===== src/verilog/wake_filter_consts.vh =====
`ifndef WAKE_FILTER_CONSTS_VH
`define WAKE_FILTER_CONSTS_VH
// Register byte addresses
`define OFS_FILTER_BANK   8'h28
`define OFS_WAKE_CTRL     8'h2C
`define OFS_FILTER_SEL    8'h30
`define OFS_SLEEP_CMD     8'h34
`define OFS_IRQ_CTRL      8'h38
// Filter bank word indices
`define BANK_MASK0        3'd0
`define BANK_CMD          3'd4
`define BANK_OFFSET       3'd5
`define BANK_CRC01        3'd6
`define BANK_CRC23        3'd7
// Command nibble fields
`define CMD_ENABLE_BIT    0
`define CMD_MCAST_BIT     3
// Wake control register fields
`define WAKE_PATTERN_EN   0
`define WAKE_SYNC_EN      1
`define WAKE_SYNC_RCVD    5
`define WAKE_PATTERN_RCVD 6
`define WAKE_SLEEPING     7
// Interrupt control fields
`define IRQ_ENABLE_BIT    0
`define IRQ_FLAG_BIT      1
// Sleep commands
`define CMD_SLEEP_ON      4'hC
`define CMD_SLEEP_OFF     4'hD
// Mask width and CRC seed
`define MASK_LAST_BIT     31
`define CRC16_SEED        16'hFFFF
`define CRC16_POLY        16'h8005
`define RESET_WORD        32'h0000_0000
`endif


===== src/verilog/wake_frame_filter.v =====
// Our own choice: the Avalon-MM register port.
`timescale 1ns/1ps
`default_nettype none
`include "wake_filter_consts.vh"

// Register map, byte addresses on the bus
//   28h  filter bank window, word picked by pointer
//   2Ch  wake control and status
//   30h  bank pointer and destination bypass
//   34h  sleep command
//   38h  interrupt enable and flag
// Filter bank words
//   0..3  byte masks of filters 0 to 3
//   4     command nibbles, one byte per filter
//   5     offsets, one byte per filter
//   6     CRC of filters 0 and 1, filter 0 low
//   7     CRC of filters 2 and 3, filter 2 low
// Bank window
//   Pointer advances after each write
//   Reads leave the pointer alone
//   Byte enables merge partial writes
//   Mask bit 31 cleared on every mask write
// Wake control bits
//   0  pattern wake enable
//   1  sync wake enable
//   5  sync frame received, write one clears
//   6  pattern frame received, write one clears
//   7  sleeping, read only
// Pointer register bits
//   2:0  bank word pointer
//   8    destination filter bypass
// Sleep command codes
//   Ch  enter sleep by command
//   Dh  leave sleep entered by command
//   Read bit 0 shows sleep by command
// Interrupt register bits
//   0  interrupt enable
//   1  flag, write one clears
// Bus timing
//   One wait cycle on every request
//   Write lands on the second request edge
//   Read data registered on the first edge
//   Read data held until the next read
// Frame timing
//   Byte 0 arrives with the start strobe
//   End strobe follows the last byte
//   Frame class and address result sampled at end
//   Sync indication taken on any cycle with sync wake enabled, only at frame end for command sleep
// CRC
//   CRC-16, polynomial 8005, seed FFFF
//   Bytes fed most significant bit first
//   Each filter keeps its own running value
// Wake decisions
//   Events win over same-cycle clears
//   Enables survive a wake, sleeping clears
//   Sleep by enables ignores wake command
//   Flag cleared only by software
// Clock enable
//   Low freezes every register
//   Bus answer waits while frozen at the first request edge
// Reset
//   Synchronous, active low
//   Clears bank, controls and flags
//   Outputs low after release
// Limits
//   Frames longer than 2048 bytes wrap index
//   Offsets below 13 not rejected by hardware
//   Unmapped addresses read as zero
//   Unmapped writes ignored
// Frame class
//   Multicast selector in command bit 3
//   Enable in command bit 0
//   Upper nibble of each command byte reserved

// Functional notes
// RULE1 - Sync-pattern and pattern frames can wake
// RULE2 - Class wakes only when software enables it; command sleep also ends on pattern or sync frames without enables
// RULE3 - Any of four filters matching means wake
// RULE4 - Bypass clear requires destination filter pass
// RULE5 - Filter has command, offset, mask, CRC
// RULE6 - Command MSB picks unicast or multicast frames
// RULE7 - Command LSB enables filter; disabled never matches
// RULE8 - Offset gives first examined frame byte
// RULE9 - Software keeps offsets above twelve
// RULE10 - Masked bytes at offset plus j feed CRC
// RULE11 - Mask bit 31 always zero
// RULE12 - Match when CRC equals stored value
// RULE13 - Pattern wake sets status bit 6
// RULE14 - Interrupt only when irq enable set
// RULE15 - Offsets packed one byte per filter
// RULE16 - Command 1100b puts controller asleep
// RULE17 - Enable bits at 2Ch; enabling sleeps
// RULE18 - Wake exit depends on how sleep entered
// RULE19 - Irq flag cleared only by software
// RULE20 - Bank is eight words in fixed order
// RULE21 - Command nibble low in each byte
module wake_frame_filter #(
  parameter NUM_FILTERS = 4
) (
  input  wire        ref_clk,           // Controller clock
  input  wire        rst_n,             // Synchronous reset, active low
  input  wire        clk_en,            // Freezes all state when low
  input  wire [7:0]  avs_address,       // Byte address
  input  wire        avs_read,          // Read request
  input  wire        avs_write,         // Write request
  input  wire [31:0] avs_writedata,     // Write data
  input  wire [3:0]  avs_byteenable,    // Byte lanes
  output reg  [31:0] avs_readdata,      // Read data
  output wire        avs_waitrequest,   // Stall
  input  wire        rx_sof,            // First byte of a frame
  input  wire        rx_valid,          // Byte strobe
  input  wire [7:0]  rx_data,           // Frame byte
  input  wire        rx_eof,            // Frame end with status
  input  wire        rx_multicast,      // Frame destination multicast
  input  wire        rx_dest_pass,      // Destination filter passed
  input  wire        rx_sync_wake,      // Sync-pattern frame seen
  output wire        sleep_mode,        // Controller asleep
  output wire        power_mode_irq     // Interrupt request
);

  // Filter bank storage, eight words
  reg  [31:0] bank_reg [0:7];           // [RULE20]
  reg  [7:0]  wake_ctrl_reg;            // Enables and status
  reg         dest_filter_bypass_reg;   // Destination bypass
  reg         power_mode_irq_enable_reg;
  reg         power_mode_irq_flag_reg;
  reg         sleep_by_cmd_reg;         // Sleep entered by command
  reg         ack_reg;                  // One-cycle answer
  reg  [15:0] crc_reg [0:3];            // Running CRC per filter
  reg  [10:0] byte_pos_reg;             // Byte index in frame
  reg         in_frame_reg;             // Frame in progress
  integer     i;                        // Loop index, CRC process
  integer     j;                        // Loop index, register process

  // CRC-16 update over one byte, MSB first
  function [15:0] crc16_byte;
    input [15:0] crc_in;
    input [7:0]  data;
    integer k;
    reg [15:0] c;
    begin
      c = crc_in;
      for (k = 7; k >= 0; k = k - 1) begin
        if (c[15] ^ data[k])
          c = {c[14:0], 1'b0} ^ `CRC16_POLY;
        else
          c = {c[14:0], 1'b0};
      end
      crc16_byte = c;
    end
  endfunction

  // True when a frame byte feeds one filter's CRC
  function feeds_crc;
    input [10:0] pos;                   // Byte index in frame
    input [7:0]  ofs;                   // Filter offset
    input [31:0] mask;                  // Filter byte mask
    reg   [10:0] rel;                   // Index relative to offset
    begin
      rel = pos - {3'b000, ofs};
      // Window is offset through offset plus 30
      if (pos >= {3'b000, ofs} && rel < 11'd31)
        feeds_crc = mask[rel[4:0]];                         // [RULE10]
      else
        feeds_crc = 1'b0;
    end
  endfunction

  // Byte-lane merge of a write
  function [31:0] merge_be;
    input [31:0] old_w;
    input [31:0] new_w;
    input [3:0]  be;
    integer b;
    begin
      merge_be = old_w;
      for (b = 0; b < 4; b = b + 1) begin
        if (be[b])
          merge_be[b*8 +: 8] = new_w[b*8 +: 8];
      end
    end
  endfunction

  // Bank word pointer for the 28h window
  reg  [2:0]  bank_ptr_reg;
  wire        access = avs_read | avs_write;
  // Answer the cycle after a request
  assign avs_waitrequest = access & ~ack_reg;
  wire        wr_go = avs_write & ack_reg & clk_en;
  wire        sleeping = wake_ctrl_reg[`WAKE_SLEEPING];
  // Index of the byte now on the link
  wire [10:0] cur_pos = rx_sof ? 11'h000 : byte_pos_reg;

  // Per-filter view of the bank
  wire [3:0]  f_en;
  wire [3:0]  f_hit;
  genvar g;
  generate
    for (g = 0; g < 4; g = g + 1) begin : gen_f
      wire [3:0]  cmd  = bank_reg[`BANK_CMD][g*8 +: 4];     // [RULE21]
      wire [7:0]  ofs  = bank_reg[`BANK_OFFSET][g*8 +: 8];  // [RULE15]
      // Each filter: command, offset, mask, CRC         // [RULE5]
      wire [15:0] want = bank_reg[`BANK_CRC01 + g/2][(g%2)*16 +: 16];
      // Frame class must match selector bit
      assign f_en[g] = cmd[`CMD_ENABLE_BIT] &                // [RULE7]
        (cmd[`CMD_MCAST_BIT] == rx_multicast);               // [RULE6]
      assign f_hit[g] = f_en[g] & (crc_reg[g] == want);      // [RULE12]
    end
  endgenerate

  // Pattern wake decision at frame end
  wire pattern_hit = (|f_hit) &                              // [RULE3]
    (dest_filter_bypass_reg | rx_dest_pass);                 // [RULE4]
  wire pat_wake = sleeping & wake_ctrl_reg[`WAKE_PATTERN_EN] &
    rx_eof & in_frame_reg & pattern_hit;                     // [RULE2]
  wire syn_wake = sleeping & wake_ctrl_reg[`WAKE_SYNC_EN] &
    rx_sync_wake;                                            // [RULE1]
  // Command sleep also ends on either frame type
  wire cmd_any = sleeping & sleep_by_cmd_reg & rx_eof &
    in_frame_reg & (pattern_hit | rx_sync_wake);             // [RULE18]
  wire wake_evt = pat_wake | syn_wake | cmd_any;

  // Per-filter CRC accumulation
  always @(posedge ref_clk) begin
    if (!rst_n) begin
      in_frame_reg <= 1'b0;
      byte_pos_reg <= 11'h000;
      for (i = 0; i < 4; i = i + 1)
        crc_reg[i] <= `CRC16_SEED;
    end else if (clk_en) begin
      if (rx_sof) begin
        in_frame_reg <= 1'b1;
        byte_pos_reg <= 11'h000;
        for (i = 0; i < 4; i = i + 1)
          crc_reg[i] <= `CRC16_SEED;
      end else if (rx_eof) begin
        in_frame_reg <= 1'b0;
      end
      if (rx_valid & (in_frame_reg | rx_sof)) begin
        byte_pos_reg <= rx_sof ? 11'h001 : byte_pos_reg + 11'h001;
        for (i = 0; i < 4; i = i + 1) begin
          // Byte within offset..offset+30 with mask bit set
          if (feeds_crc(cur_pos,                                   // [RULE8]
                        bank_reg[`BANK_OFFSET][i*8 +: 8],
                        bank_reg[i]))                              // [RULE10]
            crc_reg[i] <= crc16_byte(rx_sof ? `CRC16_SEED : crc_reg[i],
                                     rx_data);
        end
      end
    end
  end

  // Register writes, sleep and flag control
  always @(posedge ref_clk) begin
    if (!rst_n) begin
      for (j = 0; j < 8; j = j + 1)
        bank_reg[j] <= `RESET_WORD;
      bank_ptr_reg <= 3'd0;
      wake_ctrl_reg <= 8'h00;
      dest_filter_bypass_reg <= 1'b0;
      power_mode_irq_enable_reg <= 1'b0;
      power_mode_irq_flag_reg <= 1'b0;
      sleep_by_cmd_reg <= 1'b0;
      ack_reg <= 1'b0;
    end else if (clk_en) begin
      ack_reg <= access & ~ack_reg;
      if (wr_go) begin
        case (avs_address)
          `OFS_FILTER_BANK: begin
            bank_reg[bank_ptr_reg] <= merge_be(bank_reg[bank_ptr_reg],
              avs_writedata, avs_byteenable);
            bank_ptr_reg <= bank_ptr_reg + 3'd1;
            // Mask top bit forced clear
            if (bank_ptr_reg < `BANK_CMD)
              bank_reg[bank_ptr_reg][`MASK_LAST_BIT] <= 1'b0; // [RULE11]
          end
          `OFS_FILTER_SEL: begin
            bank_ptr_reg <= avs_writedata[2:0];
            dest_filter_bypass_reg <= avs_writedata[8];
          end
          `OFS_WAKE_CTRL: begin
            wake_ctrl_reg[1:0] <= avs_writedata[1:0];
            // Writing one clears received bits
            if (avs_writedata[`WAKE_SYNC_RCVD])
              wake_ctrl_reg[`WAKE_SYNC_RCVD] <= 1'b0;
            if (avs_writedata[`WAKE_PATTERN_RCVD])
              wake_ctrl_reg[`WAKE_PATTERN_RCVD] <= 1'b0;
            // Enabling a source puts the controller asleep
            if (|avs_writedata[1:0])
              wake_ctrl_reg[`WAKE_SLEEPING] <= 1'b1;          // [RULE17]
          end
          `OFS_SLEEP_CMD: begin
            if (avs_writedata[3:0] == `CMD_SLEEP_ON) begin    // [RULE16]
              wake_ctrl_reg[`WAKE_SLEEPING] <= 1'b1;
              sleep_by_cmd_reg <= 1'b1;
            end else if (avs_writedata[3:0] == `CMD_SLEEP_OFF &&
                         sleep_by_cmd_reg) begin              // [RULE18]
              wake_ctrl_reg[`WAKE_SLEEPING] <= 1'b0;
              sleep_by_cmd_reg <= 1'b0;
            end
          end
          `OFS_IRQ_CTRL: begin
            power_mode_irq_enable_reg <= avs_writedata[`IRQ_ENABLE_BIT];
            // Software-only clear
            if (avs_writedata[`IRQ_FLAG_BIT])
              power_mode_irq_flag_reg <= 1'b0;                // [RULE19]
          end
          default: begin
          end
        endcase
      end
      // Events win over clears
      if (wake_evt) begin
        wake_ctrl_reg[`WAKE_SLEEPING] <= 1'b0;
        sleep_by_cmd_reg <= 1'b0;
        if (power_mode_irq_enable_reg)
          power_mode_irq_flag_reg <= 1'b1;                    // [RULE14]
      end
      if (pat_wake | (cmd_any & pattern_hit))
        wake_ctrl_reg[`WAKE_PATTERN_RCVD] <= 1'b1;            // [RULE13]
      if (syn_wake | (cmd_any & rx_sync_wake))
        wake_ctrl_reg[`WAKE_SYNC_RCVD] <= 1'b1;
    end
  end

  // Read data register
  always @(posedge ref_clk) begin
    if (!rst_n) begin
      avs_readdata <= 32'h0000_0000;
    end else if (clk_en & avs_read & ~ack_reg) begin
      case (avs_address)
        `OFS_FILTER_BANK: avs_readdata <= bank_reg[bank_ptr_reg];
        `OFS_FILTER_SEL:
          avs_readdata <= {23'h00_0000, dest_filter_bypass_reg,
                           5'h00, bank_ptr_reg};
        `OFS_WAKE_CTRL:   avs_readdata <= {24'h00_0000, wake_ctrl_reg};
        `OFS_SLEEP_CMD:
          avs_readdata <= {31'h0000_0000, sleep_by_cmd_reg};
        `OFS_IRQ_CTRL:
          avs_readdata <= {30'h0000_0000, power_mode_irq_flag_reg,
                           power_mode_irq_enable_reg};
        default:          avs_readdata <= 32'h0000_0000;
      endcase
    end
  end

  assign sleep_mode     = sleeping;
  assign power_mode_irq = power_mode_irq_flag_reg;

endmodule // wake_frame_filter
`default_nettype wire

===== config.mk =====
export PLATFORM = sky130hd
export DESIGN_NAME = wake_frame_filter
export DESIGN_NICKNAME = d
export VERILOG_FILES = /design/src/verilog/wake_frame_filter.v
export VERILOG_INCLUDE_DIRS = /design/src /design/src/verilog
export SDC_FILE = /design/constraint.sdc
export NUM_CORES = 1
export LEC_CHECK = 0
export BUFFER_PORTS_ARGS = -buffer_cell sky130_fd_sc_hd__buf_2
export CORE_ASPECT_RATIO = 2
export CORE_MARGIN = 4
export CORE_UTILIZATION = 35
export DETAILED_ROUTE_END_ITERATION = 6
export GPL_ROUTABILITY_DRIVEN = 0
export PLACE_DENSITY_LB_ADDON = 0.3
export SLEW_MARGIN = 20
export SYNTH_ARGS = -nofsm -noshare
export SYNTH_HDL_FRONTEND = slang
export SYNTH_SLANG_ARGS = --single-unit

===== constraint.sdc =====
create_clock -name ref_clk -period 13.5 [get_ports ref_clk]
set_input_delay 4.05 -clock ref_clk [delete_from_list [all_inputs] [get_ports ref_clk]]
set_output_delay 4.05 -clock ref_clk [all_outputs]
set_load 0.02 [all_outputs]

-- Word-level counts from Yosys, hierarchy flattened
Memories as Yosys holds them, arrays and structs flattened. A register that Yosys moved wholly into a read port is not among the register bits.
Cells that the tools add are included.
Widths: inputs -> output; s select.
- equal/unequal tests: 17
- reduce and logical (&&, ||, !) cells: 29
- $mul: 0
- bitwise gates (word level): 109
- $add $sub $neg: 6
- magnitude comparators: 13
- mux-type cells: 284
- shift-type cells: 0
- divide/modulo/power cells: 0
- operator list (kind ; number):
    $mux 16 ; 172
    $mux 8 ; 20
    $pmux 32 s5 ; 1
    $not 3->3 ; 32
    $mux 1 ; 75
    $eq 16x16->1 ; 4
    $ge 11x8->1 ; 4
    $lt 11x5->1 const B ; 4
    $sub 11x8->11 ; 4
    $eq 8x6->1 const B ; 5
    $mux 11 ; 3
    $mux 32 ; 1
    $reduce_or 32->1 ; 1
    $xor 1x1->1 ; 32
    $and 1x1->1 ; 27
    $lt 5x6->1 const B ; 4
    $bmux 1 s5 ; 4
    $reduce_bool 2->1 ; 10
    $or 1x1->1 ; 17
    $mux 3 ; 4
    $reduce_and 3->1 ; 4
    $reduce_and 4->1 ; 3
    $add 11x1->11 const B ; 1
    $eq 4x4->1 const B ; 2
    other kinds (15) ; 24
- register bits after elaboration: 57
- output and inout bits: 35
- bits in latches: 0
- ROM bits: 0
- memories: 2
- bits of input ports: 63
- memory bits (writable): 320
- memory list (memory ; words ; width ; read ports ; clocked after memory_dff ; wr ports ; RTL line ; RTL):
    bank_reg ; 8 ; 32 ; 9 ; 1 ; 8 ; wake_frame_filter.v:122 ; reg [31:0] bank_reg [0:7];
    crc_reg ; 4 ; 16 ; 4 ; 0 ; 4 ; wake_frame_filter.v:129 ; reg [15:0] crc_reg [0:3];

-- Longest topological paths before layout
Gate-level depths: netlist of run 1.
- word-level depth: 55
- depth in mapped cells: 17

-- Worst setup path after synthesis of run 1
No wires, ideal clock.
- path type: input-to-output
- start: in avs_write
- end: out avs_waitrequest
- path slack: 5.065 ns
- data required time: 9.450 ns
- data arrival time: 4.385 ns
- path buffers: 0
- cell stages on the path: 2
- path through: nor2_1 nor2_1
- cells in the longest elaborated chain, start to end: 2
- RTL lines (what ; RTL line ; RTL):
    start, declared ; wake_frame_filter.v:105 ; input wire avs_write,
    $or 1x1->1 ; wake_frame_filter.v:186 ; wire access = avs_read | avs_write;
    $and 1x1->1 ; wake_frame_filter.v:188 ; assign avs_waitrequest = access & ~ack_reg;
    end, declared ; wake_frame_filter.v:109 ; output wire avs_waitrequest,
No other way between the ends.

-- Worst setup path after layout of run 1
Ends and elaborated chain as after synthesis.

==> metrics, run 1 <==
Total GRT Usage=0.2084; critical path capture point type=output port; vias=14970; clock skew=0.01750 ns; final hold violations=0; CTS Sinks=380; H-tree Lvls=2; final core utilization=0.3935; largest area contributor in the netlist=edfxtp_1; final setup TNS=0 ns; TritonRoute pass-1 iters=5; worst-path maximum fanout=2; sequential-to-total area share from yosys stat=0.5135; Relative slew margins=0.2684; Comb pwr share=0.098; Final period util=0.6312; hold crit path type=register to register; switching part of the total=0.2457; IO Pins=98; Synth Cell Area=0.02074 mm2; dpl hpwl=51.00 mm; Top delay family on crit path=buffers and inverters; WP buf/inv=2; Period minus WS final=8.521 ns; EDFF count, synth=304; DR DRC count=0; MaxCap Viol Count=0; core footprint=0.05880 mm2; Port Buf Inserts=97; Net Switching=0.6337 mW; Post-synth ARST share=0; Worst-path clk slew=0.06 ns; sequential cell area=0.01066 mm2; Design Area, Final=0.02314 mm2; Crit path arrival time=4.47 ns; fin worst setup slack=4.979 ns; WL final=68.10 mm; Final Max Slew Viols=0; GR Overflow Total=0; antenna violations before repair=0; post-DR vias/cell=5.572; cts hold-fix bufs=0; power density cells=111.5 mW/mm2; maximum clock path buffer count=3; cell row count=126; ant diodes=0; RSZ-0062 raised after global routing=false; DRC marker count from the first detailed-route iteration=1329; top cell type's share of synthesized area=0.4401; first-pass GRT wire length=99.86 mm; Die Y=352.3 um; # nets final=1990; Die Area=0.06346 mm2; maximum vdd drop=0.07183 mV; Required @ worst endpoint=9.45 ns; multi-input logic area=0.009512 mm2; post-CTS setup buffer count=0; most common cell after layout, fill and taps aside=nor2_1; leak pwr=8.030 nW; Area Growth Syn to Fin=11.55%; fmax=117.4 MHz; Worst Tran Pin Value=1.095 ns; Int Pwr=1.945 mW; CTS tree=built; flops & latches, synth=380; synth warn=0; Post-Synthesis Cells=1839; status=finished clean; crit path cell chain=buf_2, nor2_1, nor2_1, buf_2; hold slack=0.4722 ns; starting density of the core=0.3527; Worst Setup Path Type=input port to output port; slowest CP cell=buf_2; vias in the first global route=15280; Clk pwr share=0.391; top cells by area, synth=edfxtp_1, mux4_2, nor2_1, dfxtp_1, xnor2_1; commonest non-fill, non-tap cells in the layout=nor2_1, edfxtp_1, xnor2_1; Root Buffer=clkbuf_16; ys flop type=edfxtp_1; # setup viols final=0; CTS-repair resized insts=0; area of placed instances=0.02202 mm2; dpl ws=4.804 ns; part of the power in registers=0.511; Num CTS Buffers=36; Avg Cell Area, Syn=11.28 um2; CP peak stage delay=0.15 ns; share of cells above drive strength 1=0.1584; Setup crit start kind=input port; Fillers=5639; clock latency at the later pin of the worst-skew pair=0.55 ns; Die X=180.1 um; Antenna Nets Post-Route=0; Routed WL per cell=25.35 um; largest net degree at the start of global routing=53; Unique masters post-synth=71; Largest register FFs=256
==> layer usage <==
metal	up-vias	global-route usage	part of all wire
met3	202	0.01930	0.045
met1	7474	0.2213	0.34
met2	584	0.3883	0.53
met4	0	0.1375	0.082
li1	6713	-	-
met5	-	0	0
==> cell families after synthesis <==
group,after synthesis,share of synthesized area
xor+xnor,207,0.09121
fa+ha+maj,31,0.02015
buf+inv,158,0.02992
mux,176,0.1424
simple gates,701,0.1491
flops,380,0.5135
compound gates,185,0.05369
other cells,1,0.0001808
==> metrics by stage <==
step / cells / total power [mW]
detailed placement: 2626 / 1.595
global route: 2687 / 2.655
finish: 2687 / 2.579
global placement: 2626 / 1.592
CTS: 2687 / 2.596
floorplan: 1842 / 1.490
==> worst reg2reg max path, cell delays in order (launching register included) <==
cell and delay [ns]:
dfxtp_1 0.41, nor2b_1 0.44, inv_1 0.24, fa_1 0.46, nor2b_1 0.15, o21ai_1 0.14, a21oi_1 0.32, or2_1 0.20
mux4_2 0.53, a211oi_2 0.84, a21o_1 0.63
==> synth_stat cells, types with 32 or more instances <==
master and instances:
mux4_2 94, dfxtp_1 76, nand2_1 96, edfxtp_1 304, nor2_1 427, nand4_1 45
xnor2_1 151, clkbuf_1 84, inv_1 45, o21ai_0 32, xor2_1 50, mux2i_1 70
a21oi_1 59
==> power by group through the flow <==
stage / Clock (mW) / Sequential, mW / Combinational [mW]
after global placement: 0 / 1.34 / 0.249
after floorplan: 0 / 1.33 / 0.163
after detailed placement: 0 / 1.34 / 0.251
after CTS: 1.03 / 1.32 / 0.253
after global routing: 1.07 / 1.32 / 0.268
final: 1.01 / 1.32 / 0.252
==> final cells by class <==
class / count / area share
Sequential cell: 380 / 0.4606
Multi-Input combinational cell: 1304 / 0.4111
Clock buffer: 49 / 0.04369
Tap cell: 768 / 0.04153
Timing Repair Buffer: 127 / 0.03072
Inverter: 47 / 0.007625
Clock inverter: 12 / 0.004759
==> worst paths after layout <==
check                                                    from                            end  slack (ns)  cells past startpoint
worst min register to register  wake_ctrl_reg[5]$_SDFFE_PN0P_  wake_ctrl_reg[5]$_SDFFE_PN0P_        0.47                      2
worst max register to register   byte_pos_reg[1]$_SDFFE_PN0P_   crc_reg[0][12]$_SDFFCE_PP1P_        8.77                     10
worst max-delay path                                avs_write                avs_waitrequest        4.98                      4
worst min-delay path            wake_ctrl_reg[5]$_SDFFE_PN0P_  wake_ctrl_reg[5]$_SDFFE_PN0P_        0.47                      2
Power figures use the tool's default switching activity.
==> run 2, diff against run 1 <==
clock period = 7.9 ns   (was 13.5 ns; I/O delays follow)
==> run 2 against run 1 <==
Net effect: count of clock-buffer cells in the layout is 2 higher; wire length grew 3.0%; global-route usage is 0.74 points higher; die area did not move; clock power grew 78%; worst hold slack got worse by 0.0040 ns; non-clock buffer count increased by 6; combinational power up 69%; final cell count is 0.37% higher; clock skew rose by 0.0036 ns; critical path type is now input port to register.
==> metrics, run 2 (synthesized netlist as in run 1, its figures left out) <==
dpl ws=1.574 ns (-3.230 ns); antenna violations before repair=1 (+1); MaxCap Viol Count=0 (unchanged); hold crit path type=register to register; power density cells=193.0 mW/mm2 (+73%); Largest register FFs=256 (unchanged); Relative slew margins=0.3021 (+0.03373); final setup TNS=0 ns (unchanged); Die Y=352.3 um (unchanged); TritonRoute pass-1 iters=6 (+1); Worst Setup Path Type=input port to register; Final Max Slew Viols=0 (unchanged); CP peak stage delay=0.86 ns (+0.71 ns); IO Pins=98 (unchanged); largest net degree at the start of global routing=51 (-3.8%); share of cells above drive strength 1=0.1582 (-0.0002208); cts hold-fix bufs=0 (unchanged); post-DR vias/cell=5.510 (-1.1%); Routed WL per cell=26.00 um (+2.6%); Port Buf Inserts=97 (unchanged); status=finished clean; leak pwr=8.076 nW (+0.56%); slowest CP cell=fa_1; Die Area=0.06346 mm2 (unchanged); Crit path arrival time=6.00 ns (+1.53 ns); dpl hpwl=52.96 mm (+3.8%); GR Overflow Total=0 (unchanged); vias in the first global route=15200 (-0.47%); Antenna Nets Post-Route=0 (unchanged); worst-path maximum fanout=17 (+15); multi-input logic area=0.009487 mm2 (-0.26%); fmax=172.5 MHz; critical path capture point type=register; WL final=70.13 mm (+3.0%); DR DRC count=0 (unchanged); Area Growth Syn to Fin=11.91%; # setup viols final=0 (unchanged); Worst-path clk slew=0.07 ns (about the same); # nets final=1996 (+0.30%); Die X=180.1 um (unchanged); commonest non-fill, non-tap cells in the layout=nor2_1, edfxtp_1, xnor2_1; crit path cell chain=buf_2, nor2b_1, inv_1, fa_1, mux2i_1, mux4_2, mux2i_1, mux2_2, and4_1, a31o_2; vias=14860 (-0.75%); final hold violations=0 (unchanged); CTS-repair resized insts=0 (unchanged); core footprint=0.05880 mm2 (unchanged); DRC marker count from the first detailed-route iteration=1596 (+20%); RSZ-0062 raised after global routing=false; clock skew=0.02113 ns (+0.003634 ns); CTS Sinks=380 (unchanged); first-pass GRT wire length=101.8 mm (+1.9%); CTS tree=built; Period minus WS final=5.796 ns; cell row count=126 (unchanged); Total GRT Usage=0.2158 (+0.007402); starting density of the core=0.3527 (unchanged); Setup crit start kind=input port; fin worst setup slack=2.104 ns (-2.875 ns); sequential cell area=0.01066 mm2 (unchanged); Fillers=5581 (-1.0%); H-tree Lvls=2 (unchanged); most common cell after layout, fill and taps aside=nor2_1; Root Buffer=clkbuf_16; Crit path top cell by count=mux2i_1; post-CTS setup buffer count=0 (unchanged); maximum vdd drop=0.1137 mV (+58%); clock latency at the later pin of the worst-skew pair=0.56 ns (about the same); maximum clock path buffer count=3 (unchanged); Worst Tran Pin Value=1.018 ns (-0.07734 ns); Num CTS Buffers=36 (unchanged); Required @ worst endpoint=8.11 ns (-1.34 ns); Final period util=0.7337
## run 2: cell types whose count changed in the layout (fill, tap and decap cells not counted), moves of 2 or more
cell      previous run  this run
buf_4               30        36
clkinv_2             3         1
nand2_1             91        96
nand2_2              5         0
## run 2: cell type report
class	instances	share of cell area
Clock buffer	51	0.04431
Antenna cell	1	0.0001078
Timing Repair Buffer	133	0.03256
Inverter	47	0.007600
Tap cell	768	0.04139
Multi-Input combinational cell	1304	0.4087
Clock inverter	13	0.006306
Sequential cell	380	0.4591
## run 2: power by group
part	total, mW	internal [mW]	switching, mW
sequential	2.26	2.21	0.0540
clock	1.80	1.01	0.786
combinational	0.427	0.159	0.268
## run 2: metal layers
metal  vias up  wire length, um  GRT usage  part of all wire
met5         -                0          0                 0
met4         0             6722     0.1676             0.096
met3       201             3405    0.02611             0.049
met2       609            36670     0.3915              0.52
met1      7335            23330     0.2234              0.33
li1       6716                -          -                 -
## run 2: critical path: cells and delay by family
kind / cells / cell delay [ns]
multiplexers: 4 / 0.94
AND/OR/NAND/NOR: 2 / 0.93
AO/OA/AOI/OAI: 1 / 0.53
adder cells (fa/ha/maj): 1 / 0.86
buffers and inverters: 2 / 0.36
## run 2: worst paths after layout
path | to | slack (ns) | startpoint | cells after the start
max reg2reg | crc_reg[1][10]$_SDFFCE_PP1P_ | 3.60 | byte_pos_reg[1]$_SDFFE_PN0P_ | 9
min reg2reg | wake_ctrl_reg[5]$_SDFFE_PN0P_ | 0.47 | wake_ctrl_reg[5]$_SDFFE_PN0P_ | 2
max | crc_reg[1][10]$_SDFFCE_PP1P_ | 2.10 | rx_sof | 10
min | wake_ctrl_reg[5]$_SDFFE_PN0P_ | 0.47 | wake_ctrl_reg[5]$_SDFFE_PN0P_ | 2
## run 2: metrics by stage
stage / instances / util / hold slack (ns) / instance area (um2) / total power, mW
2_1_floorplan: 1842 / - / 0.4361 / 20750 / 2.545
3_3_place_gp: 2632 / 0.3747 / 0.4585 / 22030 / 2.722
3_5_place_dp: 2632 / 0.3747 / 0.4552 / 22040 / 2.726
4_1_cts: 2696 / 0.3947 / 0.4678 / 23210 / 4.504
5_1_grt: 2697 / 0.3948 / 0.5027 / 23210 / 4.602
6_report: 2697 / 0.3948 / 0.4682 / 23210 / 4.481
==> run 3, diff against run 2 <==
clock period = 5.52 ns   (was 7.9 ns; I/O delays follow)
==> run 3 against run 2 <==
Net effect: flip-flop and latch count unchanged; die area unchanged; final cell count increased by 0.56%; clock skew decreased by 0.0051 ns; worst setup slack got worse by 1.4 ns; count of clock-buffer cells in the layout decreased by 1; global-route usage increased by 0.056 points; largest power group unchanged.
==> metrics, run 3 (synthesized netlist as in run 1, its figures left out) <==
Worst-path clk slew=0.06 ns (about the same); Routed WL per cell=26.17 um (+0.66%); cts hold-fix bufs=0 (unchanged); maximum clock path buffer count=3 (unchanged); reg2reg path depth=10 (+1); clock latency at the later pin of the worst-skew pair=0.55 ns (about the same); H-tree Lvls=2 (unchanged); post-CTS setup buffer count=0 (unchanged); Required @ worst endpoint=5.73 ns (-2.38 ns); Largest register FFs=256 (unchanged); CTS tree=built; dpl hpwl=54.33 mm (+2.6%); Port Buf Inserts=97 (unchanged); cell row count=126 (unchanged); Setup crit start kind=input port; DRC marker count from the first detailed-route iteration=1343 (-16%); maximum vdd drop=0.2001 mV (+76%); Area Growth Syn to Fin=12.51%; clock skew=0.01600 ns (-0.005131 ns); Root Buffer=clkbuf_16; hold slack=0.4710 ns (+0.002805 ns); worst-path maximum fanout=16 (-1); MaxCap Viol Count=0 (unchanged); # setup viols final=0 (unchanged); area of placed instances=0.02219 mm2 (+0.68%); Net Switching=1.584 mW (+43%); most common cell after layout, fill and taps aside=nor2_1; vias=15110 (+1.7%); share of cells above drive strength 1=0.1667 (+0.008472); IO Pins=98 (unchanged); overall power=6.383 mW (+42%); vias in the first global route=15110 (-0.63%); Crit path arrival time=5.01 ns (-0.99 ns); core footprint=0.05880 mm2 (unchanged); TritonRoute pass-1 iters=6 (unchanged); first-pass GRT wire length=102.3 mm (+0.45%); hold path start=wake_ctrl_reg[5]$_SDFFE_PN0P_; Final period util=0.8698; # nets final=2012 (+0.80%); FF-to-FF Start=byte_pos_reg[0]$_SDFFE_PN0P_; Die X=180.1 um (unchanged); ant diodes=0 (-1); final hold violations=0 (unchanged); Period minus WS final=4.801 ns; Clk pwr share=0.397 (-0.004); Num CTS Buffers=36 (unchanged); hold depth=2 (unchanged); Hold EP=wake_ctrl_reg[5]$_SDFFE_PN0P_; critical path capture point type=register; final core utilization=0.3969 (+0.002107); Die Y=352.3 um (unchanged); setup slack, reg-to-reg=1.56 ns (-2.04 ns); antenna violations before repair=0 (-1); GR Overflow Total=0 (unchanged); leak pwr=8.151 nW (+0.93%); post-DR vias/cell=5.571 (+1.1%); starting density of the core=0.3527 (unchanged); Worst Setup Path Type=input port to register; Worst Tran Pin Value=1.053 ns (+0.03561 ns); status=finished clean; Total GRT Usage=0.2163 (+0.0005572); power density cells=273.5 mW/mm2 (+42%); final setup TNS=0 ns (unchanged); Relative slew margins=0.2931 (-0.009041); CTS Sinks=380 (unchanged); fmax=208.3 MHz; Final Max Slew Viols=0 (unchanged); Comb pwr share=0.095 (about the same); Crit Reg-Reg Endpoint=crc_reg[0][11]$_SDFFCE_PP1P_; hold crit path type=register to register; Antenna Nets Post-Route=0 (unchanged); Int Pwr=4.799 mW (+42%); RSZ-0062 raised after global routing=false; commonest non-fill, non-tap cells in the layout=nor2_1, edfxtp_1, xnor2_1; Die Area=0.06346 mm2 (unchanged); part of the power in registers=0.507 (+0.003); DR DRC count=0 (unchanged); switching part of the total=0.2482 (+0.001015); largest net degree at the start of global routing=47 (-7.8%); CTS-repair resized insts=0 (unchanged); Design Area, Final=0.02334 mm2 (+0.53%); WL final=70.98 mm (+1.2%)
[run 3: through the flow]
step | cells | setup slack, ns
4_1_cts | 2712 | 0.7708
6_report | 2712 | 0.7188
3_5_place_dp | 2648 | 0.2080
2_1_floorplan | 1842 | 0.008712
3_3_place_gp | 2648 | 0.3020
5_1_grt | 2712 | 0.4585
[run 3: worst max-delay path by stage]
| stage | from | endpoint | slack, ns | cells past startpoint |
|---|---|---|---|---|
| 6_report | rx_sof | crc_reg[0][11]$_SDFFCE_PP1P_ | 0.72 | 11 |
| 5_1_grt | rx_sof | crc_reg[0][11]$_SDFFCE_PP1P_ | 0.46 | 11 |
| 4_1_cts | rx_sof | crc_reg[0][11]$_SDFFCE_PP1P_ | 0.77 | 11 |
| 3_5_place_dp | rx_sof | crc_reg[0][8]$_SDFFCE_PN1P_ | 0.21 | 11 |
| 3_3_place_gp | rx_sof | crc_reg[0][9]$_SDFFCE_PN1P_ | 0.30 | 11 |
| 2_1_floorplan | rx_sof | crc_reg[1][0]$_SDFFCE_PN1P_ | 0.009 | 15 |
[run 3: power by group through the flow]
| stage | clock (mW) | sequential, mW | combinational, mW |
|---|---|---|---|
| 2_1_floorplan | 0 | 3.25 | 0.399 |
| 3_3_place_gp | 0 | 3.30 | 0.597 |
| 3_5_place_dp | 0 | 3.30 | 0.605 |
| 4_1_cts | 2.57 | 3.24 | 0.609 |
| 5_1_grt | 2.67 | 3.24 | 0.647 |
| 6_report | 2.54 | 3.24 | 0.609 |
[run 3: final cells by class]
type                            count  area (um2)
Clock inverter                     14       157.7
Multi-Input combinational cell   1304        9503
Tap cell                          768       960.9
Clock buffer                       50       994.7
Timing Repair Buffer              149       888.4
Inverter                           47       176.4
Fill cell                        5594       35470
Sequential cell                   380       10660
[run 3: metal layers]
metal	routed length [um]	track usage
met5	0	0
met4	6226	0.1535
met3	3440	0.02301
met2	37880	0.4036
met1	23440	0.2226
[run 3: worst max-delay path, stage by stage]
cell and delay (ns):
buf_2 0.15, nand2b_1 0.28, ha_1 0.29, fa_1 0.44, nor2b_1 0.14, o21ai_1 0.14
a21oi_1 0.30, or2_1 0.19, mux4_2 0.52, a211oi_1 0.45, a21o_2 0.45
